File: src/serial_status_pkg.sv
// Overview of operation
// - as spi master, input is sampled at the end of the output time when the sample-phase bit is 1, else at its middle.
// - with idle polarity 0, edge-select 1 changes transmit data on rising sck, 0 on falling sck.
// - with idle polarity 1, edge-select 1 changes transmit data on falling sck, 0 on rising sck.
// - in i2c the stop and start flags show which condition came last, each clears the other, and both clear when disabled or reset.
// - in i2c the direction flag holds the read/write bit after the last address match, 1 read, until the next start, stop or ack.
// - in 10-bit i2c addressing the update-address flag is set when software must load the next address byte.
// - on receive the buffer-full flag is 1 once a byte is complete in the buffer and 0 while it is empty.
// - on i2c transmit the buffer-full flag is 1 while the buffer is occupied and 0 once transmission empties it.
package serial_status_pkg;
	localparam logic [4:0] status_off = 5'h00;
	localparam logic [4:0] control_off = 5'h04;
	localparam logic [4:0] irq_status_off = 5'h08;
	localparam logic [4:0] irq_enable_off = 5'h0c;
	localparam logic [4:0] irq_clear_off = 5'h10;
	localparam int sample_phase_bit = 7;
	localparam int edge_select_bit = 6;
	localparam int data_addr_bit = 5;
	localparam int stop_bit = 4;
	localparam int start_bit = 3;
	localparam int read_write_bit = 2;
	localparam int update_addr_bit = 1;
	localparam int buffer_full_bit = 0;
	localparam int ctl_enable_bit = 0;
	localparam int ctl_i2c_bit = 1;
	localparam int ctl_master_bit = 2;
	localparam int ctl_polarity_bit = 3;
	localparam int ctl_ten_bit = 4;
	localparam int ctl_width = 5;
	localparam int irq_start_bit = 0;
	localparam int irq_stop_bit = 1;
	localparam int irq_full_bit = 2;
	localparam int irq_update_bit = 3;
	localparam int irq_width = 4;
	localparam logic [7:0] status_reset = 8'h00;
	localparam logic [1:0] resp_okay = 2'h0;
	localparam logic [1:0] resp_slverr = 2'h2;
endpackage : serial_status_pkg

File: src/sync_serial_status_reg.sv
// The AXI4-Lite interface to the registers and the address map were chosen for this implementation.
`timescale 1ns/1ps
module sync_serial_status_reg (
	// clock and reset
	input wire logic clk,
	input wire logic reset,
	// axi4-lite write address and data
	input wire logic [4:0] s_axi_awaddr,
	input wire logic s_axi_awvalid,
	output logic s_axi_awready,
	input wire logic [31:0] s_axi_wdata,
	input wire logic [3:0] s_axi_wstrb,
	input wire logic s_axi_wvalid,
	output logic s_axi_wready,
	// axi4-lite write response
	output logic [1:0] s_axi_bresp,
	output logic s_axi_bvalid,
	input wire logic s_axi_bready,
	// axi4-lite read
	input wire logic [4:0] s_axi_araddr,
	input wire logic s_axi_arvalid,
	output logic s_axi_arready,
	output logic [31:0] s_axi_rdata,
	output logic [1:0] s_axi_rresp,
	output logic s_axi_rvalid,
	input wire logic s_axi_rready,
	// bus pins, sampled from outside the clock domain
	input wire logic sck_pin,
	input wire logic sda_pin,
	// events from the shifter and address logic
	input wire logic addr_match_pulse,
	input wire logic addr_rw_bit,
	input wire logic ack_pulse,
	input wire logic byte_done_pulse,
	input wire logic byte_is_data,
	input wire logic rx_complete_pulse,
	input wire logic buffer_read_pulse,
	input wire logic tx_load_pulse,
	input wire logic tx_done_pulse,
	input wire logic update_addr_pulse,
	input wire logic address_written_pulse,
	// strobes to the shifter and control levels
	output logic tx_change_strobe,
	output logic rx_sample_strobe,
	output logic serial_port_enable,
	output logic i2c_mode,
	output logic spi_master,
	output logic clock_idle_polarity,
	output logic ten_bit_addr,
	// interrupt
	output logic irq
);
	logic [7:0] status_ff;
	logic [serial_status_pkg::ctl_width-1:0] control_ff;
	logic [serial_status_pkg::irq_width-1:0] irq_status_ff;
	logic [serial_status_pkg::irq_width-1:0] irq_enable_ff;
	logic [serial_status_pkg::irq_width-1:0] irq_event;
	logic [serial_status_pkg::irq_width-1:0] irq_clear;
	logic [2:0] sck_sync_ff;
	logic [2:0] sda_sync_ff;
	logic sck_stable_ff;
	logic sda_stable_ff;
	logic sck_rise_ff;
	logic sck_fall_ff;
	logic sda_rise_ff;
	logic sda_fall_ff;
	logic scl_high_ff;
	logic start_seen;
	logic stop_seen;
	logic tx_on_rise;
	logic aw_held_ff;
	logic w_held_ff;
	logic [4:0] aw_addr_ff;
	logic [31:0] w_data_ff;
	logic w_lane0_ff;
	logic do_write;
	logic wr_status;
	logic wr_control;
	logic wr_enable;
	logic wr_clear;
	logic wr_mapped;
	logic [31:0] nxt_rdata;
	logic nxt_rok;
	logic sample_phase;
	logic edge_select;

	assign serial_port_enable = control_ff[serial_status_pkg::ctl_enable_bit];
	assign i2c_mode = control_ff[serial_status_pkg::ctl_i2c_bit];
	assign spi_master = control_ff[serial_status_pkg::ctl_master_bit];
	assign clock_idle_polarity = control_ff[serial_status_pkg::ctl_polarity_bit];
	assign ten_bit_addr = control_ff[serial_status_pkg::ctl_ten_bit];
	assign sample_phase = status_ff[serial_status_pkg::sample_phase_bit];
	assign edge_select = status_ff[serial_status_pkg::edge_select_bit];

	// pin synchronisers: only the third stage is compared with the second
	always_ff @(posedge clk) begin
		if (reset) begin
			sck_sync_ff <= 3'h0;
			sda_sync_ff <= 3'h7;
		end else begin
			sck_sync_ff <= {sck_sync_ff[1:0], sck_pin};
			sda_sync_ff <= {sda_sync_ff[1:0], sda_pin};
		end
	end

	always_ff @(posedge clk) begin
		if (reset) begin
			sck_stable_ff <= 1'b0;
			sda_stable_ff <= 1'b1;
			sck_rise_ff <= 1'b0;
			sck_fall_ff <= 1'b0;
			sda_rise_ff <= 1'b0;
			sda_fall_ff <= 1'b0;
			scl_high_ff <= 1'b0;
		end else begin
			sck_rise_ff <= 1'b0;
			sck_fall_ff <= 1'b0;
			sda_rise_ff <= 1'b0;
			sda_fall_ff <= 1'b0;
			if (sck_sync_ff[1] == sck_sync_ff[2] && sck_sync_ff[2] != sck_stable_ff) begin
				sck_stable_ff <= sck_sync_ff[2];
				sck_rise_ff <= sck_sync_ff[2];
				sck_fall_ff <= ~sck_sync_ff[2];
			end
			if (sda_sync_ff[1] == sda_sync_ff[2] && sda_sync_ff[2] != sda_stable_ff) begin
				sda_stable_ff <= sda_sync_ff[2];
				sda_rise_ff <= sda_sync_ff[2];
				sda_fall_ff <= ~sda_sync_ff[2];
			end
			// scl level as seen before this sda edge, so a clock rise
			// in the same cycle does not fake a start or stop
			scl_high_ff <= sck_stable_ff;
		end
	end

	// transmit edge is rising exactly when edge-select and polarity differ
	assign tx_on_rise = edge_select ^ clock_idle_polarity;
	assign tx_change_strobe = serial_port_enable && !i2c_mode &&
		(tx_on_rise ? sck_rise_ff : sck_fall_ff);
	// end of output time is the next transmit edge, middle is the opposite edge;
	// sample phase is gated by spi_master here; both strobes are held off in i2c
	assign rx_sample_strobe = serial_port_enable && !i2c_mode &&
		((spi_master && sample_phase) ? (tx_on_rise ? sck_rise_ff : sck_fall_ff)
		: (tx_on_rise ? sck_fall_ff : sck_rise_ff));

	assign start_seen = serial_port_enable && i2c_mode && sda_fall_ff && scl_high_ff;
	assign stop_seen = serial_port_enable && i2c_mode && sda_rise_ff && scl_high_ff;

	// axi write: address and data are captured in either order
	assign s_axi_awready = !aw_held_ff && !s_axi_bvalid;
	assign s_axi_wready = !w_held_ff && !s_axi_bvalid;
	assign do_write = aw_held_ff && w_held_ff;
	assign wr_status = do_write && w_lane0_ff && aw_addr_ff == serial_status_pkg::status_off;
	assign wr_control = do_write && w_lane0_ff && aw_addr_ff == serial_status_pkg::control_off;
	assign wr_enable = do_write && w_lane0_ff && aw_addr_ff == serial_status_pkg::irq_enable_off;
	assign wr_clear = do_write && w_lane0_ff && aw_addr_ff == serial_status_pkg::irq_clear_off;
	assign wr_mapped = aw_addr_ff == serial_status_pkg::status_off ||
		aw_addr_ff == serial_status_pkg::control_off ||
		aw_addr_ff == serial_status_pkg::irq_enable_off ||
		aw_addr_ff == serial_status_pkg::irq_clear_off;

	always_ff @(posedge clk) begin
		if (reset) begin
			aw_held_ff <= 1'b0;
			w_held_ff <= 1'b0;
			aw_addr_ff <= 5'h00;
			w_data_ff <= 32'h0000_0000;
			w_lane0_ff <= 1'b0;
			s_axi_bvalid <= 1'b0;
			s_axi_bresp <= serial_status_pkg::resp_okay;
		end else begin
			if (s_axi_awvalid && s_axi_awready) begin
				aw_held_ff <= 1'b1;
				aw_addr_ff <= {s_axi_awaddr[4:2], 2'h0};
			end
			if (s_axi_wvalid && s_axi_wready) begin
				w_held_ff <= 1'b1;
				w_data_ff <= s_axi_wdata;
				w_lane0_ff <= s_axi_wstrb[0];
			end
			if (do_write) begin
				aw_held_ff <= 1'b0;
				w_held_ff <= 1'b0;
				s_axi_bvalid <= 1'b1;
				s_axi_bresp <= wr_mapped ? serial_status_pkg::resp_okay
					: serial_status_pkg::resp_slverr;
			end else if (s_axi_bvalid && s_axi_bready) begin
				s_axi_bvalid <= 1'b0;
			end
		end
	end

	// axi read
	assign s_axi_arready = !s_axi_rvalid;

	always_comb begin
		nxt_rdata = 32'h0000_0000;
		nxt_rok = 1'b1;
		case ({s_axi_araddr[4:2], 2'h0})
			serial_status_pkg::status_off: nxt_rdata[7:0] = status_ff;
			serial_status_pkg::control_off: nxt_rdata[serial_status_pkg::ctl_width-1:0] = control_ff;
			serial_status_pkg::irq_status_off: nxt_rdata[serial_status_pkg::irq_width-1:0] = irq_status_ff;
			serial_status_pkg::irq_enable_off: nxt_rdata[serial_status_pkg::irq_width-1:0] = irq_enable_ff;
			serial_status_pkg::irq_clear_off: nxt_rdata = 32'h0000_0000;
			default: nxt_rok = 1'b0;
		endcase
	end

	always_ff @(posedge clk) begin
		if (reset) begin
			s_axi_rvalid <= 1'b0;
			s_axi_rdata <= 32'h0000_0000;
			s_axi_rresp <= serial_status_pkg::resp_okay;
		end else if (s_axi_arvalid && s_axi_arready) begin
			s_axi_rvalid <= 1'b1;
			s_axi_rdata <= nxt_rdata;
			s_axi_rresp <= nxt_rok ? serial_status_pkg::resp_okay : serial_status_pkg::resp_slverr;
		end else if (s_axi_rvalid && s_axi_rready) begin
			s_axi_rvalid <= 1'b0;
		end
	end

	always_ff @(posedge clk) begin
		if (reset) begin
			control_ff <= '0;
		end else if (wr_control) begin
			control_ff <= w_data_ff[serial_status_pkg::ctl_width-1:0];
		end
	end

	// software-written phase bits
	always_ff @(posedge clk) begin
		if (reset) begin
			status_ff[7:6] <= serial_status_pkg::status_reset[7:6];
		end else if (wr_status) begin
			status_ff[7:6] <= w_data_ff[7:6];
		end
	end

	// last byte kind
	always_ff @(posedge clk) begin
		if (reset) begin
			status_ff[serial_status_pkg::data_addr_bit] <= 1'b0;
		end else if (i2c_mode && byte_done_pulse) begin
			status_ff[serial_status_pkg::data_addr_bit] <= byte_is_data;
		end
	end

	// start and stop: whichever came last; disable clears both
	always_ff @(posedge clk) begin
		if (reset || !serial_port_enable) begin
			status_ff[serial_status_pkg::stop_bit] <= 1'b0;
			status_ff[serial_status_pkg::start_bit] <= 1'b0;
		end else if (start_seen) begin
			status_ff[serial_status_pkg::start_bit] <= 1'b1;
			status_ff[serial_status_pkg::stop_bit] <= 1'b0;
		end else if (stop_seen) begin
			status_ff[serial_status_pkg::stop_bit] <= 1'b1;
			status_ff[serial_status_pkg::start_bit] <= 1'b0;
		end
	end

	// direction: a match in the same cycle as a terminator wins
	always_ff @(posedge clk) begin
		if (reset) begin
			status_ff[serial_status_pkg::read_write_bit] <= 1'b0;
		end else if (i2c_mode && addr_match_pulse) begin
			status_ff[serial_status_pkg::read_write_bit] <= addr_rw_bit;
		end else if (start_seen || stop_seen || ack_pulse) begin
			status_ff[serial_status_pkg::read_write_bit] <= 1'b0;
		end
	end

	// update-address: set wins over the clear caused by the address write
	always_ff @(posedge clk) begin
		if (reset) begin
			status_ff[serial_status_pkg::update_addr_bit] <= 1'b0;
		end else if (i2c_mode && ten_bit_addr && update_addr_pulse) begin
			status_ff[serial_status_pkg::update_addr_bit] <= 1'b1;
		end else if (address_written_pulse) begin
			status_ff[serial_status_pkg::update_addr_bit] <= 1'b0;
		end
	end

	// buffer full: filling wins over emptying in the same cycle
	always_ff @(posedge clk) begin
		if (reset) begin
			status_ff[serial_status_pkg::buffer_full_bit] <= 1'b0;
		end else if (rx_complete_pulse || (i2c_mode && tx_load_pulse)) begin
			status_ff[serial_status_pkg::buffer_full_bit] <= 1'b1;
		end else if (buffer_read_pulse || (i2c_mode && tx_done_pulse)) begin
			status_ff[serial_status_pkg::buffer_full_bit] <= 1'b0;
		end
	end

	// interrupts
	assign irq_event[serial_status_pkg::irq_start_bit] = start_seen;
	assign irq_event[serial_status_pkg::irq_stop_bit] = stop_seen;
	assign irq_event[serial_status_pkg::irq_full_bit] = rx_complete_pulse;
	assign irq_event[serial_status_pkg::irq_update_bit] = i2c_mode && ten_bit_addr && update_addr_pulse;
	assign irq_clear = wr_clear ? w_data_ff[serial_status_pkg::irq_width-1:0] : '0;

	always_ff @(posedge clk) begin
		if (reset) begin
			irq_status_ff <= '0;
		end else begin
			irq_status_ff <= irq_event | (irq_status_ff & ~irq_clear);
		end
	end

	always_ff @(posedge clk) begin
		if (reset) begin
			irq_enable_ff <= '0;
		end else if (wr_enable) begin
			irq_enable_ff <= w_data_ff[serial_status_pkg::irq_width-1:0];
		end
	end

	assign irq = |(irq_status_ff & irq_enable_ff);
endmodule : sync_serial_status_reg

File: config.mk
export PLATFORM = sky130hd
export DESIGN_NAME = sync_serial_status_reg
export DESIGN_NICKNAME = d
export VERILOG_FILES = /design/src/serial_status_pkg.sv /design/src/sync_serial_status_reg.sv
export SDC_FILE = /design/constraint.sdc
export NUM_CORES = 1
export LEC_CHECK = 0
export BUFFER_PORTS_ARGS = -buffer_cell sky130_fd_sc_hd__buf_2
export CAP_MARGIN = 20
export CORE_MARGIN = 3
export CORE_UTILIZATION = 43
export DETAILED_ROUTE_END_ITERATION = 8
export PLACE_DENSITY = 0.82
export SLEW_MARGIN = 20
export SYNTH_ARGS = -nofsm -noshare
export SYNTH_HDL_FRONTEND = slang
export SYNTH_SLANG_ARGS = --single-unit
File: constraint.sdc
create_clock -name clk -period 1.1 [get_ports clk]
set_input_delay 0.055 -clock clk [delete_from_list [all_inputs] [get_ports clk]]
set_output_delay 0.055 -clock clk [all_outputs]
set_load 0.01 [all_outputs]
**Word level (Yosys, flattened, before mapping)**

Cells that the tools add are included.

- Equal/unequal tests: 11
- Muxes and demuxes: 22
- Bitwise logic cells: 9
- Reduce and logical (&&, ||, !) cells: 58

Operators with widths:

| kind | number |
|---|---|
| logical AND 1 bit | 30 |
| 2-to-1 mux 1 bit | 16 |
| case mux 4 bit (4 select lines) | 1 |
| nonzero test 2 bit | 6 |
| equality test 3 x 2 -> 1 bit, second input constant | 3 |
| AND 4 bit | 2 |
| logical OR 1 bit | 8 |
| OR reduction 2 bit | 4 |
| equality test 3 x 1 -> 1 bit, second input constant | 2 |
| equality test 3 bit, second input constant | 2 |
| zero test 1 bit | 6 |
| zero test 5 bit | 1 |
| OR reduction 5 bit | 1 |
| 2-to-1 mux 2 bit | 2 |
| 2-to-1 mux 4 bit | 1 |
| NOT 1 bit | 4 |
| NOT 4 bit | 1 |
| bitwise OR 4 bit | 1 |
| OR reduction 4 bit | 1 |
| zero test 3 bit | 1 |
| 2-to-1 mux 3 bit | 1 |
| equality test 1 bit | 2 |
| inequality test 1 bit | 2 |
| case mux 1 bit (2 select lines) | 1 |
| bitwise XOR 1 bit | 1 |

- Register bits: 62
- Bits of input ports: 66
- Output and inout port bits: 49
- Logic and storage cells: 129

**Depth between registers and ports, before layout**

- Depth in word-level cells: 7
- Mapped depth: 5
- Depth with buffers taken out: 3

**Worst setup path before layout**

OpenSTA, ideal clock, no wires.

- Path kind: flip-flop to output port
- Start point: register control_ff[3] (netlist bit)
- End point: output rx_sample_strobe
- Arrival: 1.102 ns
- Data required time: 1.045 ns
- Slack: -0.057 ns
- Cell stages (with the launch flop): 4
- Path buffers: 0
- Cells stage by stage: dfxtp_1 > xor2_1 > xnor2_1 > mux2i_1

- Word-level cells in the longest chain between the ends: 4
- Elaborated cells between the ends (all ways): 5
- Those cells by class: mux (3); bitwise (1); reduce/logical (1)

RTL lines:

| item | RTL line | text |
|---|---|---|
| start, declared | sync_serial_status_reg.sv:54 | `logic [serial_status_pkg::ctl_width-1:0] control_ff;` |
| start signal, assigned | sync_serial_status_reg.sv:227 | `control_ff <= w_data_ff[serial_status_pkg::ctl_width-1:0];` |
| bitwise XOR 1 bit * | sync_serial_status_reg.sv:137 | `assign tx_on_rise = edge_select ^ clock_idle_polarity;` |
| 2-to-1 mux 1 bit (on tied branches) | sync_serial_status_reg.sv:144, sync_serial_status_reg.sv:143 |  |
| 2-to-1 mux 1 bit * | sync_serial_status_reg.sv:143 | `((spi_master && sample_phase) ? (tx_on_rise ? sck_rise_ff : sck_fall_ff)` |
| logical AND 1 bit * | sync_serial_status_reg.sv:142 | `assign rx_sample_strobe = serial_port_enable && !i2c_mode &&` |
| end, declared | sync_serial_status_reg.sv:44 | `output logic rx_sample_strobe,` |

Every way passes the cells marked *; elsewhere a longest branch is shown, timed or not.

**Final worst setup path**

- Start point: register status_ff[6], in the netlist edge_select
- End point: output rx_sample_strobe

- Word-level cells in the longest chain between the ends: 4
- Elaborated cells between the ends (all ways): 5
- Those cells by class: mux (3); bitwise (1); reduce/logical (1)

RTL lines:

| item | RTL line | text |
|---|---|---|
| start, declared | sync_serial_status_reg.sv:53 | `logic [7:0] status_ff;` |
| start signal, assigned | sync_serial_status_reg.sv:234 | `status_ff[7:6] <= serial_status_pkg::status_reset[7:6];` |
| start signal, assigned | sync_serial_status_reg.sv:236 | `status_ff[7:6] <= w_data_ff[7:6];` |
| bitwise XOR 1 bit * | sync_serial_status_reg.sv:137 |  |
| 2-to-1 mux 1 bit (on tied branches) | sync_serial_status_reg.sv:144, sync_serial_status_reg.sv:143 |  |
| 2-to-1 mux 1 bit * | sync_serial_status_reg.sv:143 |  |
| logical AND 1 bit * | sync_serial_status_reg.sv:142 |  |

Marked as above.

==> run metrics <==
Data arrival, critical path 1.39 ns; power per cell area 1200 mW/mm^2; Starting DRT DRC Count 105; Mean Syn Cell Area 9.523 um^2; final worst-path cycle share 131.4%; DRT Wirelength 6727 um; Bufs on Longest Clock Path 2; total power 0.004557 W; status finished with violations; core area 0.005991 mm^2; Setup Crit Path Kind flip-flop to output pin; first-pass GRT wire length around 11000 um; largest net degree at the start of global routing 18; initial antenna violation count 0; # rows 28; Vias/cell 4.933; Async SR Flop Fraction 0%; max-cap violations 0; Most used DFF post-synth dfxtp_1; Max FO, Critical Path 2; Final setup viols 19; Initial Util 44.99%; area share of the largest cell type after synthesis between 40% and 50%; Reg clk slew, reported paths ~0.060 ns; Max Fclk roughly 690 MHz; CTS Buf Count 9; violated checks setup timing; Die Wd 85.17 um; CP endpoint kind output pin; max-slew violations 0; leakage power 1.664 nW; Die ar. 0.007254 mm^2; Worst-Skew Late Latency 0.34 ns; Vias 2353; largest cells by area after synthesis dfxtp_1, mux2i_1, buf_4, nand2b_1, a21oi_1; Synthesis Warnings 0; WP buf/inv 1; Finished Layout Cells 477; layout cells sized above 1 38.31%; I/O Pins approximately 120; mapped cell area around 0.0027 mm^2; gr usage total a little under a fifth; GP Congestion 0.8764; clk sinks approximately 60; CTS tree done; Synth cell types 44; part of the Yosys area used for sequential elements about 44%; CP top delay family flip-flops; wire length per cell 14.10 um; Area growth, synth to finish 40.90%; Worst Hold Class input port to flip-flop; Startpoint Class flip-flop; final setup margin -0.3459 ns; clock root buffer master clkbuf_8; RSZ-0062 raised after global routing true; Place WS -0.1088 ns; H-tree lvl count 3; antenna-violating nets left 0; # diodes 0; worst vdd ir 0.7736 mV; Post-synth EDFFs 0; TritonRoute pass-1 iters 4; final net count 467; CP max stage cell dfxtp_4; # DRC 0; cell count after synthesis 283; Synth Register Bits 59; CP max stage delay between 0.3 and 0.4 ns; minimum clock period around 1.4 ns; vias in the first global route approximately 2300; port bufs between 50 and 60; HPWL Detailed 4609 um; critical path data required time 1.04 ns; total congestion overflow 0; Final Hold Fails 0; post-synth top area cell dfxtp_1; dpl cells 434; fillers 492; Clock Skew 0.009460 ns; Die Ht 85.17 um; CP Cell Sequence xor2_2 -> xnor2_1 -> mux2i_1 -> buf_2
==> power breakdown <==
group          switching (W)  leakage, nW  internal [W]  total (W)
clock               0.000746       0.0803      0.000890    0.00164
sequential         0.0000711        0.487       0.00219    0.00226
combinational       0.000298         1.10      0.000360   0.000658
==> Yosys cell counts (2+ instances only) <==
master    instances
a21oi_1          18
a22oi_1           2
a311oi_1          5
and4_1            2
buf_2             5
buf_4            30
clkbuf_1          3
dfxtp_1          59
inv_1             3
mux2i_1          28
nand2_1          17
nand2b_1         19
nand3_1           6
nand3b_1          5
nand4_1           3
nor2_1           21
nor2b_1          10
nor3_1            4
nor3b_1           3
o21ai_0          11
o22a_2            3
or2_2             3
or3_1             2
==> final timing paths <==
check | startpoint | endpoint | slack, ns | cells past startpoint
max | edge_select | rx_sample_strobe | -0.35 | 4
min | addr_match_pulse | status_ff[2] | 0.0002 | 3
max reg2reg | aw_held_ff | aw_addr_ff[2] | -0.08 | 4
min reg2reg | sda_sync_ff[0] | sda_sync_ff[1] | 0.41 | 1
==> state kept, by name (all words and copies together) (netlist names), 3 cells and up <==
| name | cells |
|---|---|
| s_axi_rdata | 8 |
| w_data_ff | 7 |
| status_ff | 6 |
| control_ff | 5 |
| irq_enable_ff | 4 |
| irq_status_ff | 4 |
| aw_addr_ff | 3 |
| sck_sync_ff | 3 |
| sda_sync_ff | 3 |
==> final cells by class <==
class                   count  area [um^2]  area share [%]
clock buffers              12        155.1           4.086
well taps                  75        93.84           2.471
flip-flops and latches     59         1212           31.93
multi-input cells         207         1430           37.66
inverters                   3        11.26          0.2965
repair buffers            121        894.6           23.56
==> worst reg2reg max path, cell delays in order, from the launching register on <==
cell     delay, ns
dfxtp_4       0.36
buf_12        0.13
nor3b_4       0.28
mux2i_1       0.25
nor2_1        0.06
==> stage by stage <==
| step | util, % | instance area (um^2) | hold WS (ns) | TNS [ns] |
|---|---|---|---|---|
| floorplan | - | 2830 | 0.1339 | -0.1320 |
| global placement | 53.53 | 3207 | 0.2414 | -0.5192 |
| detailed placement | 53.53 | 3207 | 0.2405 | -1.368 |
| CTS | 61.65 | 3694 | 0.003441 | -1.368 |
| global route | 63.39 | 3797 | 0.02470 | -2.864 |
| finish | 63.39 | 3797 | 0.0002319 | -1.280 |
==> layer usage <==
layer / wire (um) / GRT usage, %
met3: 402 / 5.534
met5: 0 / 0
met2: 3393 / 31.36
met1: 2830 / 22.22
met4: 101 / 5.468
==> cell families (layout without fill, tap and decap cells) <==
group | count (synthesis) | count (layout) | share of synthesized area [%]
simple gates | 106 | 106 | 23.77
flops | 59 | 59 | 43.83
compound gates | 44 | 44 | 9.935
buf+inv | 42 | 136 | 10.31
mux | 29 | 29 | 11.37
xor+xnor | 2 | 2 | 0.6501
other cells | 1 | 26 | 0.1391
==> placed cells by master, fill, tap and decap left out, types with 7 or more instances in the layout <==
master	netlist	final
a21oi_1	18	16
buf_2	5	54
buf_4	30	32
buf_6	0	11
clkbuf_8	0	11
conb_1	1	26
dfxtp_1	59	46
dfxtp_2	0	7
dlygate4sd3_1	0	22
mux2i_1	28	28
nand2_1	17	17
nand2b_1	19	18
nor2_1	21	18
nor2b_1	10	10
==> what timing repair did <==
item	in CTS	in global routing
setup buffers	6	3
endpoints found under the hold margin	19	0
cloned	1	0
pin swaps	9	10
hold buffers	22	0
resized for setup	21	34
setup endpoints to repair	31	40
Power figures use the tool's default switching activity.
